`src/hdl/serial_debug_pkg.sv`:
```
/*
 serial_debug_pkg: constants shared by the single-wire serial debug unit.
 assumes: sys_clk at 40 MHz; baud limits scale with the system clock.
*/
package serial_debug_pkg;
   localparam int SYS_CLK_HZ = 40_000_000;
   // baud limits printed for a reference clock; the ratio holds at any clock
   localparam int REF_CLK_HZ = 20_000_000;
   localparam int REF_MAX_BAUD = 2_500_000;
   localparam int REF_MIN_BAUD = 39_100;
   localparam int MIN_BIT_CLKS = REF_CLK_HZ / REF_MAX_BAUD;
   localparam int MAX_BIT_CLKS = (REF_CLK_HZ + REF_MIN_BAUD - 1) / REF_MIN_BAUD;
   localparam int BIT_W = 10;
   localparam int MEAS_W = 13;
   localparam int CAL_LOW_BITS = 8;
   localparam int BREAK_BITS = 10;
   localparam logic [7:0] CAL_CHAR = 8'h80;
   localparam int TX_FIFO_DEPTH = 16;

   // true for the bytes that may run outside debug mode
   function automatic logic cmd_free(input logic [7:0] c);
      return (c == 8'h00) || (c == 8'h02) || (c == 8'h04) || (c == 8'h05);
   endfunction

   // true for the bytes that the read-protect option blocks outright
   function automatic logic cmd_protected(input logic [7:0] c);
      return (c == 8'h06) || (c == 8'h07) || ((c >= 8'h0a) && (c <= 8'h0d))
         || ((c >= 8'h10) && (c <= 8'h12));
   endfunction

   // true for listed command bytes; everything else is reserved
   function automatic logic cmd_known(input logic [7:0] c);
      return ((c <= 8'h12) && (c != 8'h0f)) || (c == 8'h18) || (c == 8'h19)
         || (c == 8'h1b);
   endfunction
endpackage

```
`src/hdl/byte_fifo.sv`:
```
/*
 byte_fifo: synchronous fifo with valid/ready on both sides.
 assumes: one clock; in_ready and out_valid come from flip-flops.
*/
`timescale 1ns/10ps
module byte_fifo #(
   parameter int WIDTH = 8,
   parameter int DEPTH = 16
) (
   input wire logic sys_clk,
   input wire logic rst,
   input wire logic in_valid,
   input wire logic [WIDTH-1:0] in_data,
   output logic in_ready,
   output logic out_valid,
   output logic [WIDTH-1:0] out_data,
   input wire logic out_ready
);
   localparam int AW = $clog2(DEPTH);
   localparam logic [AW:0] DEPTH_C = (AW+1)'(DEPTH);

   logic [WIDTH-1:0] mem [DEPTH];
   logic [AW-1:0] wr_ptr, next_wr_ptr, rd_ptr, next_rd_ptr;
   logic [AW:0] count, next_count;
   logic push, pop;

   assign push = in_valid & in_ready;
   assign pop = out_valid & out_ready;
   assign out_data = mem[rd_ptr];

   always_comb begin
      next_wr_ptr = push ? AW'((wr_ptr + 1'b1) % DEPTH) : wr_ptr;
      next_rd_ptr = pop ? AW'((rd_ptr + 1'b1) % DEPTH) : rd_ptr;
      next_count = count + {{AW{1'b0}}, push} - {{AW{1'b0}}, pop};
   end

   always_ff @(posedge sys_clk or posedge rst) begin
      if (rst) begin
         wr_ptr <= '0;
         rd_ptr <= '0;
         count <= '0;
         in_ready <= 1'b1;
         out_valid <= 1'b0;
      end else begin
         wr_ptr <= next_wr_ptr;
         rd_ptr <= next_rd_ptr;
         count <= next_count;
         in_ready <= (next_count != DEPTH_C);
         out_valid <= (next_count != '0);
      end
   end

   always_ff @(posedge sys_clk) begin
      if (push) begin
         mem[wr_ptr] <= in_data;
      end
   end
endmodule // byte_fifo

```
`src/hdl/autobaud_detector.sv`:
```
/*
 autobaud_detector: times the calibration character and watches for a break.
 assumes: line_level is already synchronised to sys_clk.
*/
`timescale 1ns/10ps
module autobaud_detector
   import serial_debug_pkg::*;
(
   input wire logic sys_clk,
   input wire logic rst,
   input wire logic line_level,
   output logic locked,
   output logic [BIT_W-1:0] bit_clks
);
   typedef enum logic [2:0] {AB_RESET, AB_MEASURE, AB_WAIT_HIGH, AB_LOCKED} ab_state_e;

   localparam logic [MEAS_W-1:0] MEAS_MAX = MEAS_W'(CAL_LOW_BITS * MAX_BIT_CLKS);
   localparam logic [MEAS_W-1:0] MEAS_MIN = MEAS_W'(CAL_LOW_BITS * MIN_BIT_CLKS);

   ab_state_e state, next_state;
   logic [MEAS_W-1:0] meas, next_meas;
   logic [BIT_W-1:0] next_bit_clks;
   logic next_locked, line_prev;
   logic [MEAS_W+3:0] break_lim;

   // ten bit times of low line
   assign break_lim = (MEAS_W+4)'(BREAK_BITS) * {{(MEAS_W+4-BIT_W){1'b0}}, bit_clks};

   always_comb begin
      next_state = state;
      next_meas = meas;
      next_bit_clks = bit_clks;
      next_locked = locked;
      case (state)
         AB_RESET: begin
            next_locked = 1'b0;
            next_meas = '0;
            if (line_prev && !line_level) begin
               next_state = AB_MEASURE;
            end
         end
         AB_MEASURE: begin
            // 80h sent lsb first: start bit plus seven zeros are low
            if (!line_level) begin
               if (meas == MEAS_MAX) begin
                  next_state = AB_WAIT_HIGH; // RL4
               end else begin
                  next_meas = meas + 1'b1; // RL14
               end
            end else if (meas + 1'b1 < MEAS_MIN) begin
               next_state = AB_RESET;
            end else begin
               next_bit_clks = BIT_W'((meas + 1'b1 + 4'h4) >> 3); // RL14 RL3
               next_locked = 1'b1; // RL6
               next_meas = '0;
               next_state = AB_LOCKED;
            end
         end
         AB_WAIT_HIGH: begin
            next_locked = 1'b0;
            if (line_level) begin
               next_state = AB_RESET;
            end
         end
         AB_LOCKED: begin
            if (line_level) begin
               next_meas = '0;
            end else if ({4'h0, meas} + 1'b1 >= break_lim) begin
               next_locked = 1'b0; // RL2
               next_state = AB_WAIT_HIGH;
            end else begin
               next_meas = meas + 1'b1;
            end
         end
         default: next_state = AB_RESET;
      endcase
   end

   always_ff @(posedge sys_clk or posedge rst) begin
      if (rst) begin
         state <= AB_RESET;
         meas <= '0;
         bit_clks <= BIT_W'(MAX_BIT_CLKS);
         locked <= 1'b0;
         line_prev <= 1'b1;
      end else begin
         state <= next_state;
         meas <= next_meas;
         bit_clks <= next_bit_clks;
         locked <= next_locked;
         line_prev <= line_level;
      end
   end
endmodule // autobaud_detector

```
`src/hdl/serial_debug_unit.sv`:
```
/*
 serial_debug_unit: single-wire open-drain debug line with autobaud,
 byte receive, fifo-buffered transmit, drive assist and command gating.
 assumes: external pull-up on the line; debug core supplies the command
 framing (cmd_expect) and the register target kind for register commands.
*/
// Overview of operation
// RL1: link works between 8 and 512 system clocks per bit.
// RL2: line low ten bit times resets the autobaud detector.
// RL3: host sends 80h after reset so the rate is measured.
// RL4: measurement overflow leaves the detector reset.
// RL5: high-speed synchronous use needs an external system clock source.
// RL6: no mode select; the measured rate simply becomes the baud rate.
// RL7: full drive drives high and low from start bit to stop middle.
// RL8: assist alone drives high bits until line reads high or bit centre.
// RL9: both bits set drive high one clock at each rising data edge.
// RL10: outside debug mode or under read protect some commands refuse.
// RL11: command is one byte; unlisted values are reserved.
// RL12: under read protect register commands reach peripherals but not ram.
// RL13: otherwise the line is only pulled low or released.
// RL14: bit period comes from counting clocks across the 80h low run.
`timescale 1ns/10ps
module serial_debug_unit
   import serial_debug_pkg::*;
(
   input wire logic sys_clk,
   input wire logic rst,
   input wire logic line_in,
   output logic line_out,
   output logic line_oe,
   input wire logic full_drive,
   input wire logic drive_high_assist_bit,
   input wire logic debug_mode,
   input wire logic read_protect,
   input wire logic tx_valid,
   input wire logic [7:0] tx_data,
   output logic tx_ready,
   output logic rx_valid,
   output logic [7:0] rx_data,
   input wire logic cmd_expect,
   output logic cmd_valid,
   output logic [7:0] cmd_byte,
   output logic cmd_accept,
   output logic cmd_refused,
   output logic cmd_reserved,
   input wire logic reg_target_ram,
   output logic reg_access_ok,
   output logic baud_locked,
   output logic [BIT_W-1:0] baud_bit_clks
);
   typedef enum logic [1:0] {RX_IDLE, RX_START, RX_DATA, RX_STOP} rx_state_e;
   typedef enum logic [1:0] {TX_IDLE, TX_START, TX_DATA, TX_STOP} tx_state_e;

   ////////////////////////////////////////////////////////////////////////////
   // line synchroniser and autobaud

   logic line_meta, line_sync, line_prev;
   logic locked;
   logic [BIT_W-1:0] bit_clks, half_clks, last_clk;

   always_ff @(posedge sys_clk or posedge rst) begin
      if (rst) begin
         line_meta <= 1'b1;
         line_sync <= 1'b1;
         line_prev <= 1'b1;
      end else begin
         line_meta <= line_in;
         line_sync <= line_meta;
         line_prev <= line_sync;
      end
   end

   autobaud_detector u_autobaud (
      .sys_clk(sys_clk),
      .rst(rst),
      .line_level(line_sync),
      .locked(locked),
      .bit_clks(bit_clks)
   );

   assign half_clks = bit_clks >> 1;
   assign last_clk = bit_clks - 1'b1;

   ////////////////////////////////////////////////////////////////////////////
   // transmit fifo

   logic fifo_valid, fifo_ready;
   logic [7:0] fifo_data;

   byte_fifo #(
      .WIDTH(8),
      .DEPTH(TX_FIFO_DEPTH)
   ) u_tx_fifo (
      .sys_clk(sys_clk),
      .rst(rst),
      .in_valid(tx_valid),
      .in_data(tx_data),
      .in_ready(tx_ready),
      .out_valid(fifo_valid),
      .out_data(fifo_data),
      .out_ready(fifo_ready)
   );

   ////////////////////////////////////////////////////////////////////////////
   // receiver and command gating

   rx_state_e rx_state, next_rx_state;
   logic [BIT_W-1:0] rx_cnt, next_rx_cnt;
   logic [2:0] rx_idx, next_rx_idx;
   logic [7:0] rx_shift, next_rx_shift, next_rx_data, next_cmd_byte;
   logic next_rx_valid, next_cmd_valid, next_cmd_accept, next_cmd_refused;
   logic next_cmd_reserved, next_reg_access_ok;
   tx_state_e tx_state;

   always_comb begin
      next_rx_state = rx_state;
      next_rx_cnt = rx_cnt + 1'b1;
      next_rx_idx = rx_idx;
      next_rx_shift = rx_shift;
      next_rx_data = rx_data;
      next_rx_valid = 1'b0;
      next_cmd_valid = 1'b0;
      next_cmd_byte = cmd_byte;
      next_cmd_accept = 1'b0;
      next_cmd_refused = 1'b0;
      next_cmd_reserved = 1'b0;
      next_reg_access_ok = !(read_protect && reg_target_ram); // RL12
      case (rx_state)
         RX_IDLE: begin
            next_rx_cnt = '0;
            if (locked && tx_state == TX_IDLE && line_prev && !line_sync) begin
               next_rx_state = RX_START;
            end
         end
         RX_START: begin
            if (rx_cnt == half_clks) begin
               next_rx_cnt = '0;
               next_rx_idx = '0;
               next_rx_state = line_sync ? RX_IDLE : RX_DATA;
            end
         end
         RX_DATA: begin
            if (rx_cnt == last_clk) begin
               next_rx_cnt = '0;
               next_rx_shift = {line_sync, rx_shift[7:1]};
               next_rx_idx = rx_idx + 1'b1;
               if (rx_idx == 3'h7) begin
                  next_rx_state = RX_STOP;
               end
            end
         end
         RX_STOP: begin
            if (rx_cnt == last_clk) begin
               next_rx_state = RX_IDLE;
               if (line_sync) begin
                  next_rx_valid = 1'b1;
                  next_rx_data = rx_shift;
                  if (cmd_expect) begin
                     next_cmd_valid = 1'b1;
                     next_cmd_byte = rx_shift;
                     if (!cmd_known(rx_shift)) begin
                        next_cmd_reserved = 1'b1; // RL11
                        next_cmd_refused = 1'b1;
                     end else if (!debug_mode && !cmd_free(rx_shift)) begin
                        next_cmd_refused = 1'b1; // RL10
                     end else if (read_protect && cmd_protected(rx_shift)) begin
                        next_cmd_refused = 1'b1; // RL10
                     end else begin
                        next_cmd_accept = 1'b1;
                     end
                  end
               end
            end
         end
         default: next_rx_state = RX_IDLE;
      endcase
      if (!locked) begin
         next_rx_state = RX_IDLE; // RL2
      end
   end

   always_ff @(posedge sys_clk or posedge rst) begin
      if (rst) begin
         rx_state <= RX_IDLE;
         rx_cnt <= '0;
         rx_idx <= '0;
         rx_shift <= '0;
         rx_data <= '0;
         rx_valid <= 1'b0;
         cmd_valid <= 1'b0;
         cmd_byte <= '0;
         cmd_accept <= 1'b0;
         cmd_refused <= 1'b0;
         cmd_reserved <= 1'b0;
         reg_access_ok <= 1'b1;
      end else begin
         rx_state <= next_rx_state;
         rx_cnt <= next_rx_cnt;
         rx_idx <= next_rx_idx;
         rx_shift <= next_rx_shift;
         rx_data <= next_rx_data;
         rx_valid <= next_rx_valid;
         cmd_valid <= next_cmd_valid;
         cmd_byte <= next_cmd_byte;
         cmd_accept <= next_cmd_accept;
         cmd_refused <= next_cmd_refused;
         cmd_reserved <= next_cmd_reserved;
         reg_access_ok <= next_reg_access_ok;
      end
   end

   ////////////////////////////////////////////////////////////////////////////
   // transmitter and line drive

   tx_state_e next_tx_state;
   logic [BIT_W-1:0] tx_cnt, next_tx_cnt;
   logic [2:0] tx_idx, next_tx_idx;
   logic [7:0] tx_shift, next_tx_shift;
   logic tx_bit, next_tx_bit, prev_bit, next_prev_bit;
   logic next_line_out, next_line_oe, next_baud_locked;
   logic [BIT_W-1:0] next_baud_bit_clks;
   logic first_clk, before_mid;

   assign fifo_ready = (tx_state == TX_IDLE) && locked && (rx_state == RX_IDLE);
   assign first_clk = (tx_cnt == '0);
   assign before_mid = (tx_cnt < half_clks);

   always_comb begin
      next_tx_state = tx_state;
      next_tx_cnt = tx_cnt + 1'b1;
      next_tx_idx = tx_idx;
      next_tx_shift = tx_shift;
      next_tx_bit = tx_bit;
      next_prev_bit = prev_bit;
      next_baud_locked = locked;
      next_baud_bit_clks = bit_clks; // RL6 RL1
      case (tx_state)
         TX_IDLE: begin
            next_tx_cnt = '0;
            next_tx_bit = 1'b1;
            next_prev_bit = 1'b1;
            if (fifo_valid && fifo_ready) begin
               next_tx_shift = fifo_data;
               next_tx_bit = 1'b0;
               next_tx_state = TX_START;
            end
         end
         TX_START, TX_DATA: begin
            if (tx_cnt == last_clk) begin
               next_tx_cnt = '0;
               next_prev_bit = tx_bit;
               next_tx_bit = tx_shift[0];
               next_tx_shift = {1'b1, tx_shift[7:1]};
               if (tx_state == TX_START) begin
                  next_tx_idx = '0;
                  next_tx_state = TX_DATA;
               end else begin
                  next_tx_idx = tx_idx + 1'b1;
                  if (tx_idx == 3'h7) begin
                     next_tx_bit = 1'b1;
                     next_tx_state = TX_STOP;
                  end
               end
            end
         end
         TX_STOP: begin
            if (tx_cnt == last_clk) begin
               next_tx_state = TX_IDLE;
            end
         end
         default: next_tx_state = TX_IDLE;
      endcase
      if (!locked) begin
         next_tx_state = TX_IDLE;
      end

      // default open drain: pull low or release
      next_line_out = 1'b0;
      next_line_oe = (tx_state != TX_IDLE) && !tx_bit; // RL13
      if (tx_state != TX_IDLE) begin
         if (full_drive && drive_high_assist_bit) begin
            if (tx_bit && !prev_bit && first_clk) begin
               next_line_out = 1'b1; // RL9
               next_line_oe = 1'b1;
            end
         end else if (full_drive) begin
            next_line_out = tx_bit; // RL7
            next_line_oe = (tx_state != TX_STOP) || before_mid;
         end else if (drive_high_assist_bit && tx_bit) begin
            next_line_out = 1'b1; // RL8
            next_line_oe = before_mid && (first_clk || !line_sync);
         end
      end
   end

   always_ff @(posedge sys_clk or posedge rst) begin
      if (rst) begin
         tx_state <= TX_IDLE;
         tx_cnt <= '0;
         tx_idx <= '0;
         tx_shift <= '0;
         tx_bit <= 1'b1;
         prev_bit <= 1'b1;
         line_out <= 1'b0;
         line_oe <= 1'b0;
         baud_locked <= 1'b0;
         baud_bit_clks <= BIT_W'(MAX_BIT_CLKS);
      end else begin
         tx_state <= next_tx_state;
         tx_cnt <= next_tx_cnt;
         tx_idx <= next_tx_idx;
         tx_shift <= next_tx_shift;
         tx_bit <= next_tx_bit;
         prev_bit <= next_prev_bit;
         line_out <= next_line_out;
         line_oe <= next_line_oe;
         baud_locked <= next_baud_locked;
         baud_bit_clks <= next_baud_bit_clks;
      end
   end
endmodule // serial_debug_unit

```
`config.mk`:
```
export PLATFORM = sky130hd
export DESIGN_NAME = serial_debug_unit
export DESIGN_NICKNAME = d
export VERILOG_FILES = /design/src/hdl/serial_debug_pkg.sv /design/src/hdl/byte_fifo.sv /design/src/hdl/autobaud_detector.sv /design/src/hdl/serial_debug_unit.sv
export SDC_FILE = /design/constraint.sdc
export NUM_CORES = 1
export LEC_CHECK = 0
export BUFFER_PORTS_ARGS = -buffer_cell sky130_fd_sc_hd__buf_2
export CAP_MARGIN = 5
export CORE_ASPECT_RATIO = 1.1
export CORE_MARGIN = 8
export CORE_UTILIZATION = 45
export CTS_BUF_LIST = sky130_fd_sc_hd__clkbuf_4
export CTS_CLUSTER_DIAMETER = 120
export DETAILED_ROUTE_END_ITERATION = 6
export PLACE_DENSITY = 0.65
export SLEW_MARGIN = 10
export SYNTH_ARGS = -nofsm -noshare
export SYNTH_HDL_FRONTEND = slang
export SYNTH_SLANG_ARGS = --single-unit
```
`constraint.sdc`:
```
create_clock -name sys_clk -period 5.3 [get_ports sys_clk]
set_input_delay 1.06 -clock sys_clk [delete_from_list [all_inputs] [get_ports sys_clk]]
set_output_delay 1.06 -clock sys_clk [all_outputs]
set_load 0.02 [all_outputs]
```
==> impl_results.md <==
- Outcome: finished, final reports clean
- Drt via density: 5.347
- Worst path cell trace: ha_1, ha_1, inv_1, fa_1, inv_1, a21oi_1, o21ai_0, a21o_1, a21oi_1, o21ai_0, xnor2_1, ha_1, a21o_1, a211o_1, o31a_1, nor3_1, buf_4, mux2_2
- Worst VDD drop: 0.0001934 V
- Die W: 176.7 um
- Initial antenna violation count: 1
- Synth top area share: 30.09%
- Synth Area per Inst: 13.04 um2
- DR pass1 iterations: 5
- Switch Pwr: 1.161 mW
- Worst path buffer plus inverter count: 3
- H-tree levels: 3
- Crit path from: u_autobaud.bit_clks[3]
- DR iter-0 viols: 485
- Number of port buffers: 53
- Worst Skew: 0.07702 ns
- Post-route antenna net violation count: 0
- PD cells: 315.5 nW/um2
- Reg clk slew, reported paths: 0.06 ns
- Cell internal pwr: 3.334 mW
- DRC viols: 0
- Syn nets: 1,061
- Slew Limit Fails: 0
- Worst Path Required: 5.81 ns
- Period minus WS final: 4.559 ns
- GRT overflow: 0
- Cells after Synth: 980
- First-pass GRT wire length: 42,570 um
- Slowest CP cell: dfrtp_1
- IO Pins: 54
- Hold buffer count at CTS: 0
- Netlist cell types: 73
- Top delay family on crit path: compound AO/OA/AOI/OAI gates
- CP arrival: 5.07 ns
- P&R area growth vs syn: 11.52%
- Reg2Reg Launch Point: u_autobaud.bit_clks[3]
- Peak Freq: 0.2193 GHz
- Unrepaired setup endpoints after global routing: no
- Post-CTS Setup Bufs: 0
- Synth Warn #: 0
- CP endpoint kind: flop
- Post-synth EDFFs: 128
- Pleak: 5.988 nW
- Final WL: 25,740 um
- Setup WS post-layout: 0.7411 ns
- Avg WL per Cell: 17.41 um
- Vias in the first global route: 8,296
- Cell repeated most along the worst path: ha_1
- Largest cells by area after synthesis: edfxtp_1 30%, dfrtp_1 23%, mux4_2 7.1%, ha_1 6.0%, xnor2_1 4.3%
- Worst path max stage delay: 0.54 ns
- Initial Util: 45.85%
- Post-synth top area cell: edfxtp_1
- GR Util All Layers: 15.53%
- Die height: 192.7 um
- Post-Place Setup Slack: 0.8677 ns
- Logic pwr share: 9.4%
- Largest net degree at the start of global routing: 86
- Type of the worst min-delay path: flop to flop
- CTS Buffer Depth: 3
- GPL Wtd Cong: 0.8287
- Final Power: 4.495 mW
- Part of the cycle the worst path needs: 86.02%
- Via count: 7,903
- CTS root buf: clkbuf_4
- Flop2flop setup slack: 0.74 ns
- Fin nets: 1,143
- Clock Latency Late Sink: 0.71 ns
- #FFs+latches synth: 255
- Core ar.: 27,870 um2
- Post-synthesis sequential area ratio: 55.05%
- Multi-input logic area: 5296 um2
- Synth Flop Type: edfxtp_1
- # fillers: 2,451
- Critical Path Fanout Max: 13
- Sw Share: 25.82%
- Setup violations, final: 0
- Post-CTS Resized: 0
- Final TNS setup: 0 ns
- # clock sinks: 255
- Dpl hpwl: 18,120 um
- Rel. slew slack: 27.59%
- Mapped Area: 12,780 um2
- Storage element area: 7036 um2
- Async S/R FF share, synth: 49.80%
- Slew @ Worst Pin: 1.078 ns
- CTS tree: built
- Crit path launch type: flop
- Layout cells sized above 1: 25.22%
- CP Class: flop to flop
- Max cap viols: 0
- Final count of hold timing violations: 0
- Clk pwr share: 39.1%
- Num CTS Buffers: 71
- HP Start: u_autobaud.bit_clks[9]
- Flop pwr share: 51.5%
- Die area: 34,050 um2
- Row cnt: 64
[logic make-up after synthesis]
logic type,synth area share [%]
and+or+nand+nor,10.66
buffers and inverters,3.496
muxes,11.37
DFF,55.05
AOI/OAI and AO/OA,6.640
adders and majority gates,6.287
xor gates and xnor gates,6.493
[per-stage QoR]
stage	hold WS (ns)	util, %	std cells	instance area [um2]
after global placement	0.3459	47.89	1352	13350
after floorplan	0.3452	-	980	12780
after detailed placement	0.3482	47.89	1352	13350
after global routing	0.4039	51.13	1478	14250
final	0.4331	51.13	1478	14250
after CTS	0.3943	51.12	1477	14240
[cell usage after synthesis, types with 6 or more instances]
| cell type | n |
|---|---|
| mux4_2 | 40 |
| nand3_1 | 27 |
| ha_1 | 61 |
| nand4_1 | 13 |
| a21oi_1 | 24 |
| a21o_1 | 16 |
| clkbuf_1 | 39 |
| mux2_2 | 33 |
| nor4_1 | 8 |
| nand2b_1 | 6 |
| nor2_1 | 65 |
| or2_2 | 9 |
| inv_1 | 61 |
| buf_2 | 6 |
| nand2_1 | 43 |
| a31oi_1 | 8 |
| mux2i_1 | 18 |
| nor3_1 | 21 |
| dfstp_2 | 9 |
| edfxtp_1 | 128 |
| and3_1 | 14 |
| o21ai_0 | 21 |
| xnor2_1 | 63 |
| dfrtp_1 | 118 |
| xor2_1 | 24 |
[power by group through the flow]
stage,sequential (mW),clock (mW),combinational (mW)
2_1_floorplan,2.32,0,0.325
3_3_place_gp,2.35,0,0.423
3_5_place_dp,2.36,0,0.436
4_1_cts,2.32,1.83,0.437
5_1_grt,2.33,1.93,0.487
6_report,2.31,1.76,0.424
[cells in the final DEF (no fill, tap or decap), types with 6 or more instances in the layout]
cell type / instances
buf_4: 8
mux2i_1: 18
dfrtp_1: 116
xor2_1: 24
and3_1: 14
a21o_1: 16
edfxtp_1: 128
nand3_1: 27
or2_2: 9
nor2_1: 65
a21oi_1: 24
clkbuf_4: 98
clkinv_1: 17
mux4_2: 40
o21ai_0: 21
inv_1: 60
dfstp_2: 9
nand2b_1: 6
nand4_1: 13
a31oi_1: 8
ha_1: 61
buf_2: 53
nor4_1: 8
mux2_2: 33
xnor2_1: 63
nand2_1: 43
nor3_1: 21
[worst paths after layout]
path	end	cells past startpoint
setup / recovery	u_autobaud.meas[10]	18
hold / removal	baud_bit_clks[9]	0
setup reg to reg	u_autobaud.meas[10]	18
hold reg to reg	baud_bit_clks[9]	0
max in group asynchronous	line_sync	3
min in group asynchronous	tx_shift[7]	2
[state kept, by name, summed over array words and instances (netlist names), 2 cells and up]
signal and cells:
tx_cnt 10, baud_bit_clks 10, u_tx_fifo.rd_ptr 4, u_tx_fifo.mem 128
rx_state 2, tx_shift 8, rx_data 8, u_autobaud.meas 13
rx_cnt 10, u_tx_fifo.count 5, tx_state 2, u_tx_fifo.wr_ptr 4
u_autobaud.bit_clks 10, rx_shift 8, rx_idx 3, u_autobaud.state 2
tx_idx 3, cmd_byte 8
[per-layer routing]
metal / wire length, um / vias up / part of all wire, % / GRT usage [%]
met5: 0 / - / 0 / 0
met3: 1111 / 33 / 4.3 / 3.523
met4: 508 / 0 / 2.0 / 6.276
met2: 13140 / 159 / 51 / 26.82
met1: 10980 / 3903 / 43 / 18.53
li1: - / 3808 / - / -
[final cells by class]
class                           instances  share of cell area, %
Multi-Input combinational cell        612                  37.17
Tap cell                              363                  3.188
Clock buffer                           98                  5.164
Antenna cell                            1                0.01756
Sequential cell                       255                  49.38
Inverter                               61                  1.642
Timing Repair Buffer                   61                  2.283
Clock inverter                         27                  1.150
Note: power is estimated with default switching activity, not from simulation.
